**src/rtl/rcr_pkg.sv**
```systemverilog
// rcr_pkg: constants for the reset cause recorder
// assumes a 32-bit AHB-Lite register bus, word-aligned registers
package rcr_pkg;
   // register byte offsets
   localparam logic [7:0] RCR_OFF_PWRCTL = 8'h00;
   localparam logic [7:0] RCR_OFF_STATUS = 8'h04;
   localparam logic [7:0] RCR_OFF_IRQ_ST = 8'h08;
   localparam logic [7:0] RCR_OFF_IRQ_MSK = 8'h0C;
   localparam logic [7:0] RCR_OFF_CTRL = 8'h10;
   localparam logic [7:0] RCR_OFF_PC = 8'h14;
   // power_control_flags bit positions
   localparam int RCR_B_STKOVR = 7;
   localparam int RCR_B_STKUND = 6;
   localparam int RCR_B_WINV = 5;
   localparam int RCR_B_WDOG = 4;
   localparam int RCR_B_PIN = 3;
   localparam int RCR_B_INSTR = 2;
   localparam int RCR_B_PWRON = 1;
   localparam int RCR_B_BROWN = 0;
   // core_status bit positions
   localparam int RCR_B_EXPIRY = 4;
   localparam int RCR_B_PWRDN = 3;
   // power-on values; brown-out flag left at 0 for determinism
   localparam logic [7:0] RCR_PWRCTL_POR = 8'h3C;
   localparam logic [1:0] RCR_STATUS_POR = 2'h3;
   // restart targets
   localparam logic [15:0] RCR_PC_ZERO = 16'h0000;
   localparam logic [15:0] RCR_PC_VECTOR = 16'h0004;
   // event index = interrupt status bit
   localparam int RCR_NEV = 9;
   localparam int RCR_EV_BROWN = 0;
   localparam int RCR_EV_WDOG = 1;
   localparam int RCR_EV_WINV = 2;
   localparam int RCR_EV_PIN = 3;
   localparam int RCR_EV_INSTR = 4;
   localparam int RCR_EV_STKOVR = 5;
   localparam int RCR_EV_STKUND = 6;
   localparam int RCR_EV_WAKE_WD = 7;
   localparam int RCR_EV_WAKE_IRQ = 8;
   // ctrl register
   localparam int RCR_B_STKEN = 0;
   localparam int RCR_B_GIE = 1;
   localparam logic [1:0] RCR_CTRL_RST = 2'h1;
   // restart kinds
   typedef enum logic [1:0] {RCR_GO_NONE, RCR_GO_ZERO, RCR_GO_NEXT, RCR_GO_VEC} rcr_go_e;
endpackage

```
**src/rtl/rcr_top.sv**
```systemverilog
// rcr_top: reset cause recorder with AHB-Lite register slave
// assumes i_nrst is the power-on reset only; other resets come as event inputs
`timescale 1ns/1ps
module rcr_top #(
   parameter int PC_W = 16
) (
   input wire logic i_core_clk,
   input wire logic i_nrst,
   // ahb-lite slave
   input wire logic i_hsel,
   input wire logic [31:0] i_haddr,
   input wire logic [1:0] i_htrans,
   input wire logic i_hwrite,
   input wire logic [2:0] i_hsize,
   input wire logic [31:0] i_hwdata,
   input wire logic i_hready,
   output logic [31:0] o_hrdata,
   output logic o_hreadyout,
   output logic o_hresp,
   // events from the core, one-cycle pulses on the same clock; the reset pin is an asynchronous level, sleeping and pc are levels
   input wire logic i_brownout,
   input wire logic i_wdog_timeout,
   input wire logic i_wdog_window_viol,
   input wire logic i_ext_reset_pin,
   input wire logic i_reset_instr,
   input wire logic i_stack_over,
   input wire logic i_stack_under,
   input wire logic i_wake_wdog,
   input wire logic i_wake_irq,
   input wire logic i_sleeping,
   input wire logic [PC_W-1:0] i_pc,
   // restart and interrupt outputs
   output logic o_restart,
   output logic [PC_W-1:0] o_restart_pc,
   output logic o_irq
);
   import rcr_pkg::*;

   // external pin is asynchronous; active-low level, act on assertion only
   logic pin_ev;
   rcr_sync u_pin_sync (
      .i_core_clk(i_core_clk),
      .i_nrst(i_nrst),
      .i_async(!i_ext_reset_pin),
      .o_level(),
      .o_rise(pin_ev)
   );

   logic [7:0] pwrctl;
   logic [1:0] status;
   logic [1:0] ctrl;
   logic [RCR_NEV-1:0] irq_st;
   logic [RCR_NEV-1:0] irq_msk;

   // qualified events; stack events gated by enable
   wire ev_ovr = i_stack_over && ctrl[RCR_B_STKEN];
   wire ev_und = i_stack_under && ctrl[RCR_B_STKEN];
   wire ev_pin_wake = pin_ev && i_sleeping;
   wire [RCR_NEV-1:0] ev_vec = {i_wake_irq, i_wake_wdog, ev_und, ev_ovr, i_reset_instr,
                                pin_ev, i_wdog_window_viol, i_wdog_timeout, i_brownout};

   // ahb address phase capture
   logic dp_wr;
   logic dp_rd;
   logic [7:0] dp_addr;
   wire ap_valid = i_hsel && i_hready && i_htrans[1];
   always_ff @(posedge i_core_clk or negedge i_nrst) begin
      if (!i_nrst) begin
         dp_wr <= 1'b0;
         dp_rd <= 1'b0;
         dp_addr <= 8'h00;
      end else begin
         dp_wr <= ap_valid && i_hwrite;
         dp_rd <= ap_valid && !i_hwrite;
         dp_addr <= i_haddr[7:0];
      end
   end
   assign o_hreadyout = 1'b1;
   assign o_hresp = 1'b0;

   // write strobes for pwrctl, irq status, irq mask and ctrl
   wire wr_pwr = dp_wr && (dp_addr == RCR_OFF_PWRCTL);
   wire wr_ist = dp_wr && (dp_addr == RCR_OFF_IRQ_ST);
   wire wr_msk = dp_wr && (dp_addr == RCR_OFF_IRQ_MSK);
   wire wr_ctl = dp_wr && (dp_addr == RCR_OFF_CTRL);
   wire [7:0] wd = i_hwdata[7:0];

   // firmware effect: low flags only settable, stack flags only clearable
   function automatic logic [7:0] fw_apply(input logic [7:0] cur, input logic [7:0] w);
      logic [7:0] r;
      r = cur | (w & 8'h3F);
      r[RCR_B_STKOVR] = cur[RCR_B_STKOVR] & w[RCR_B_STKOVR];
      r[RCR_B_STKUND] = cur[RCR_B_STKUND] & w[RCR_B_STKUND];
      return r;
   endfunction

   // hardware effect on flags, applied after firmware so events win
   logic [7:0] next_pwrctl;
   logic [1:0] next_status;
   always_comb begin
      next_pwrctl = wr_pwr ? fw_apply(pwrctl, wd) : pwrctl;
      next_status = status;
      if (i_brownout) begin
         next_pwrctl[RCR_B_BROWN] = 1'b0;
         next_pwrctl[RCR_B_STKOVR] = 1'b0;
         next_pwrctl[RCR_B_STKUND] = 1'b0;
         next_pwrctl[RCR_B_PIN] = 1'b1;
         next_pwrctl[RCR_B_INSTR] = 1'b1;
         next_status = RCR_STATUS_POR;
      end
      if (i_wdog_timeout) begin
         next_pwrctl[RCR_B_WDOG] = 1'b0;
         next_status[1] = 1'b0;
      end
      if (i_wdog_window_viol) begin
         next_pwrctl[RCR_B_WINV] = 1'b0;
         next_status[1] = 1'b1;
      end
      if (pin_ev) begin
         next_pwrctl[RCR_B_PIN] = 1'b0;
      end
      if (ev_pin_wake) begin
         next_status = 2'h2;
      end
      if (i_reset_instr) begin
         next_pwrctl[RCR_B_INSTR] = 1'b0;
      end
      if (ev_ovr) begin
         next_pwrctl[RCR_B_STKOVR] = 1'b1;
      end
      if (ev_und) begin
         next_pwrctl[RCR_B_STKUND] = 1'b1;
      end
      if (i_wake_wdog) begin
         next_status = 2'h0;
      end
      if (i_wake_irq) begin
         next_status = 2'h2;
      end
   end

   // flags reset only by power-on; other resets are events here
   always_ff @(posedge i_core_clk or negedge i_nrst) begin
      if (!i_nrst) begin
         pwrctl <= RCR_PWRCTL_POR;
         status <= RCR_STATUS_POR;
      end else begin
         pwrctl <= next_pwrctl;
         status <= next_status;
      end
   end

   // control, mask and sticky interrupt status; set wins over clear
   always_ff @(posedge i_core_clk or negedge i_nrst) begin
      if (!i_nrst) begin
         ctrl <= RCR_CTRL_RST;
         irq_msk <= '0;
         irq_st <= '0;
      end else begin
         if (wr_ctl) begin
            ctrl <= wd[1:0];
         end
         if (wr_msk) begin
            irq_msk <= i_hwdata[RCR_NEV-1:0];
         end
         irq_st <= (irq_st & ~(wr_ist ? i_hwdata[RCR_NEV-1:0] : '0)) | ev_vec;
      end
   end
   assign o_irq = |(irq_st & irq_msk);

   // restart target choice
   rcr_go_e go;
   always_comb begin
      go = RCR_GO_NONE;
      if (i_brownout || i_wdog_timeout || i_wdog_window_viol || pin_ev || i_reset_instr
          || ev_ovr || ev_und) begin
         go = RCR_GO_ZERO;
      end else if (i_wake_irq && ctrl[RCR_B_GIE]) begin
         go = RCR_GO_VEC;
      end else if (i_wake_wdog || i_wake_irq) begin
         go = RCR_GO_NEXT;
      end
   end

   // restart pulse and pc; vector taken after the next instruction by the core
   logic restart_q;
   logic [PC_W-1:0] rpc_q;
   always_ff @(posedge i_core_clk or negedge i_nrst) begin
      if (!i_nrst) begin
         restart_q <= 1'b1;
         rpc_q <= RCR_PC_ZERO[PC_W-1:0];
      end else begin
         restart_q <= (go != RCR_GO_NONE);
         case (go)
            RCR_GO_ZERO: rpc_q <= RCR_PC_ZERO[PC_W-1:0];
            RCR_GO_NEXT: rpc_q <= PC_W'(i_pc + 1'b1);
            RCR_GO_VEC: rpc_q <= RCR_PC_VECTOR[PC_W-1:0];
            RCR_GO_NONE: rpc_q <= rpc_q;
            default: rpc_q <= rpc_q;
         endcase
      end
   end
   assign o_restart = restart_q;
   assign o_restart_pc = rpc_q;

   // read mux; unmapped offsets read zero
   logic [31:0] rd_mux;
   always_comb begin
      case (dp_addr)
         RCR_OFF_PWRCTL: rd_mux = {24'h000000, pwrctl};
         RCR_OFF_STATUS: rd_mux = {27'h0000000, status, 3'h0};
         RCR_OFF_IRQ_ST: rd_mux = {{(32-RCR_NEV){1'b0}}, irq_st};
         RCR_OFF_IRQ_MSK: rd_mux = {{(32-RCR_NEV){1'b0}}, irq_msk};
         RCR_OFF_CTRL: rd_mux = {30'h00000000, ctrl};
         RCR_OFF_PC: rd_mux = {{(32-PC_W){1'b0}}, rpc_q};
         default: rd_mux = 32'h00000000;
      endcase
   end
   assign o_hrdata = dp_rd ? rd_mux : 32'h00000000;

   // assertions
   // later events in the same cycle may set expiry again, so they are left out here
   a_wdog_clears_flag: assert property (@(posedge i_core_clk) disable iff (!i_nrst)
      i_wdog_timeout && !i_wdog_window_viol && !ev_pin_wake && !i_wake_irq
      |=> !pwrctl[RCR_B_WDOG] && !status[1])
      else $error("watchdog flag not cleared");
   a_winv_sets_exp: assert property (@(posedge i_core_clk) disable iff (!i_nrst)
      i_wdog_window_viol && !i_wake_wdog && !ev_pin_wake
      |=> !pwrctl[RCR_B_WINV] && status[1])
      else $error("window violation flags wrong");
   a_instr_flag: assert property (@(posedge i_core_clk) disable iff (!i_nrst)
      i_reset_instr |=> !pwrctl[RCR_B_INSTR] && o_restart && o_restart_pc == '0)
      else $error("reset instruction handling wrong");
   a_stack_gate: assert property (@(posedge i_core_clk) disable iff (!i_nrst)
      i_stack_over && ctrl[RCR_B_STKEN] |=> pwrctl[RCR_B_STKOVR])
      else $error("overflow flag not set");
   a_wake_next_pc: assert property (@(posedge i_core_clk) disable iff (!i_nrst)
      i_wake_wdog && !i_wake_irq && go == RCR_GO_NEXT
      |=> status == 2'h0 && o_restart_pc == PC_W'($past(i_pc) + 1'b1))
      else $error("watchdog wake wrong");
   a_irq_wake_vec: assert property (@(posedge i_core_clk) disable iff (!i_nrst)
      go == RCR_GO_VEC |=> o_restart_pc == RCR_PC_VECTOR[PC_W-1:0] && status == 2'h2)
      else $error("interrupt wake wrong");
   a_brown_flags: assert property (@(posedge i_core_clk) disable iff (!i_nrst)
      i_brownout && !(pin_ev || i_reset_instr || ev_ovr || ev_und || i_wake_wdog || i_wake_irq
      || i_wdog_timeout) |=> pwrctl[7:6] == 2'h0 && pwrctl[3:2] == 2'h3 && !pwrctl[0]
      && status == RCR_STATUS_POR)
      else $error("brown-out flags wrong");
   a_pin_sleep: assert property (@(posedge i_core_clk) disable iff (!i_nrst)
      ev_pin_wake && !i_wake_wdog && !i_wake_irq && !i_brownout |=> status == 2'h2
      && !pwrctl[RCR_B_PIN])
      else $error("pin reset in sleep wrong");
   a_fw_no_clear: assert property (@(posedge i_core_clk) disable iff (!i_nrst)
      !(|ev_vec) && !wr_pwr |=> pwrctl == $past(pwrctl))
      else $error("flags changed without cause");
endmodule // rcr_top

```
**src/rtl/rcr_sync.sv**
```systemverilog
// rcr_sync: three-flop synchroniser with agreement check, one bit
// assumes an asynchronous input; output changes when stages 2 and 3 agree
`timescale 1ns/1ps
module rcr_sync (
   input wire logic i_core_clk,
   input wire logic i_nrst,
   input wire logic i_async,
   output logic o_level,
   output logic o_rise
);
   logic s1;
   logic s2;
   logic s3;
   // s1 feeds only s2
   always_ff @(posedge i_core_clk or negedge i_nrst) begin
      if (!i_nrst) begin
         s1 <= 1'b0;
         s2 <= 1'b0;
         s3 <= 1'b0;
         o_level <= 1'b0;
      end else begin
         s1 <= i_async;
         s2 <= s1;
         s3 <= s2;
         if (s2 == s3) begin
            o_level <= s3;
         end
      end
   end
   // one-cycle pulse on a settled rise
   assign o_rise = (s2 == s3) && s3 && !o_level;
endmodule // rcr_sync

```
**config.mk**
```make
export PLATFORM = sky130hd
export DESIGN_NAME = rcr_top
export DESIGN_NICKNAME = d
export VERILOG_FILES = /design/src/rtl/rcr_pkg.sv /design/src/rtl/rcr_top.sv /design/src/rtl/rcr_sync.sv
export SDC_FILE = /design/constraint.sdc
export NUM_CORES = 1
export LEC_CHECK = 0
export BUFFER_PORTS_ARGS = -buffer_cell sky130_fd_sc_hd__buf_2
export CAP_MARGIN = 30
export CORE_UTILIZATION = 36
export DETAILED_ROUTE_END_ITERATION = 10
export GPL_ROUTABILITY_DRIVEN = 0
export PLACE_DENSITY = 0.79
export SLEW_MARGIN = 20
export SYNTH_ARGS = -nofsm -noshare
export SYNTH_HDL_FRONTEND = slang
export SYNTH_SLANG_ARGS = --single-unit
export TNS_END_PERCENT = 10
```
**constraint.sdc**
```tcl
create_clock -name i_core_clk -period 1.96 [get_ports i_core_clk]
set_input_delay 0.196 -clock i_core_clk [delete_from_list [all_inputs] [get_ports i_core_clk]]
set_output_delay 0.196 -clock i_core_clk [all_outputs]
set_load 0.01 [all_outputs]
```
==> impl_metrics.ini <==
[grt]
grt_max_degree = 43
antenna_found_initial = 0
grt_usage_pct = 19.4
grt_pass1_wl_mm = 13.1
grt_pass1_vias = 2622
grt_overflow = 0

[route]
drc = 0
routedWlPerCell_um = 16.1
via_per_inst = 5.19
drt_first_pass_iters = 4
first_iter_violations = 199
wirelength_mm = 8.46
vias = 2727
ant_nets = 0

[timing]
timing.final.ws_setup_ps = -414
final_hold_viol_count = 0
finClkSkew_ps = 7.93
final.min_clock_period_ps = 2370
slew_viol_final = 0
post-route-period-util_pct = 121
report.final.setup_viol = 16
fin_setup_tns_ps = -3950
rsz0062_at_grt = yes
fmax_ghz = 0.421

[critical_path]
crit_type = register to primary output
critPathRequiredTime_ps = 1760
startpoint_type = register
worstPathArrival_ps = 2180
endpoint_kind = primary output
reg2reg_depth = 4
cp_max_fo = 3

[die]
io_pins = 152
coreArea_um2 = 8380
dieArea_um2 = 9180
die_w_um = 95.8
die_y_um = 95.8
fp-row-count = 33
start_util_pct = 37.8

[yosys]
synth_commonest_cells = dfrtp_1, nand2_1, buf_4, nor2_1, o21ai_0
ys.flop_type = dfrtp_1
yosysSeqAreaShare_pct = 48.5
netlist.area_leader.share_pct = 41.9
synth.area.top_cells = dfrtp_1, dfstp_2, mux2_2, buf_4, nand2_1
syn_area_um2 = 3170
async_flop_share_pct = 100
synth_edf_count = 0
ys_ff_latch = 61
postSynthCellCount = 300
synth.most_common_cell = dfrtp_1
yosys_warnings = 0
synth_area_per_cell_um2 = 10.6
synthDistinctLibCells = 53
synth.largest_area_cell = dfrtp_1

[clocking]
cts_buffer_depth = 2
cts.sinks = 61
cts-root-buf = clkbuf_8
clk_latency_ps = 340
clkTransAtPathRegs_ps = 70
cts_buffers = 9
cts_tree = built
htree_levels = 3

[status]
violations = negative setup slack
outcome = complete, but fails checks

[cells_and_area]
nets = 517
stdcell_count = 525
fin_area_um2 = 4140
final_layout_size_suffix_gt1_share_pct = 39.0
syn_to_final_growth_pct = 30.8
antenna_cells = 0
fin_util_pct = 49.4
fill_cells = 775

[pwr]
power_density_nw_per_um2 = 672
vdd_ir_drop_max_v = 0.000494
p_leak_nw = 1.89

[placement]
place_ws_ps = -42.1
placedInstanceArea_um2 = 3760
dp_hpwl_mm = 6.33
place.port_buffers = 82
dp.cells = 498

[min_path]
hold_depth = 2
hold_path_class = primary input to register

[run]
cap_violations = 0
cells by family after synthesis:
group	synth area share (%)
AO/OA/AOI/OAI	13.5
XOR/XNOR	3.87
adder cells (fa/ha/maj)	0.790
buffers and inverters	6.64
flip-flops	48.5
multiplexers	7.82
other	0.237
AND/OR/NAND/NOR	18.6
metal layers:
metal / wire [um] / up-vias / GRT usage [%]
met2: 4110 / 106 / 30.2
met1: 3630 / 1317 / 25.0
met3: 508 / 21 / 5.53
met5: 0 / - / 0
met4: 211 / 0 / 8.83
li1: - / 1283 / -
sequential cells by signal (all words and copies together), names as in the netlist:
name and cells:
o_restart_pc 16, irq_msk 9, irq_st 9, dp_addr 8
pwrctl 8, ctrl 2, status 2, dp_rd 1
dp_wr 1, o_restart 1, u_pin_sync.o_level 1, u_pin_sync.s1 1
u_pin_sync.s2 1, u_pin_sync.s3 1
path summary, 6_finish.rpt:
path	startpoint	end	slack [ps]
worst max-delay path	dp_addr[1]	o_hrdata[7]	-410
worst min-delay path	i_sleeping	status[0]	20
worst max register to register	dp_addr[0]	ctrl[1]	40
worst min register to register	u_pin_sync.s1	u_pin_sync.s2	350
max in group asynchronous	i_nrst	status[1]	980
min in group asynchronous	i_nrst	o_restart_pc[12]	340
critical path: stages, from the launching register on:
cell and delay [ps]:
dfrtp_1 400, or4_4 540, or4_4 470, o22a_1 210, nor2_2 80, buf_2 140
repair_timing:
action	CTS	global route
hold buffers	10	0
resized for setup	8	7
pin swaps	2	3
setup endpoints to repair	17	44
setup buffers	0	1
endpoints found under the hold margin	27	0
where the power goes:
part           internal, mW  leakage, nW  total (mW)  switching (mW)
Clock                 0.652        0.102        1.14           0.489
Sequential             1.31        0.736        1.34          0.0303
Combinational         0.137         1.05       0.307           0.170
metrics by stage:
| stage | hold slack, ps | total power, mW |
|---|---|---|
| 2_1_floorplan | -99.6 | 1.51 |
| 3_3_place_gp | 171 | 1.63 |
| 3_5_place_dp | 176 | 1.64 |
| 4_1_cts | 7.97 | 2.79 |
| 5_1_grt | 18.6 | 2.89 |
| 6_report | 17.1 | 2.78 |
final cells by class:
class / count / area, um2 / share of cell area (%)
Multi-Input combinational cell: 222 / 1540 / 37.2
Clock inverter: 4 / 47.5 / 1.15
Sequential cell: 61 / 1540 / 37.1
Inverter: 7 / 26.3 / 0.634
Tap cell: 105 / 131 / 3.17
Timing Repair Buffer: 114 / 703 / 17.0
Clock buffer: 12 / 155 / 3.75
cells in the final DEF (no fill, tap or decap), types with 3 or more instances in the layout:
master,n
a211oi_1,5
a21o_1,8
a21oi_1,7
a22o_1,4
a22oi_1,6
a32o_1,3
and3_1,7
buf_2,82
buf_4,17
buf_6,4
clkbuf_8,11
conb_1,18
dfrtp_1,53
dfstp_2,8
dlygate4sd3_1,10
inv_1,7
mux2_2,14
mux2i_1,9
nand2_1,31
nand3_1,8
nand3b_1,3
nand4_1,5
nor2_1,14
nor2_2,3
nor3_1,3
nor3_2,3
nor4_1,3
nor4b_1,3
o21ai_0,16
o22a_1,3
or4_4,3
xnor2_1,9
xor2_1,5
(Power assumes the default switching activity.)
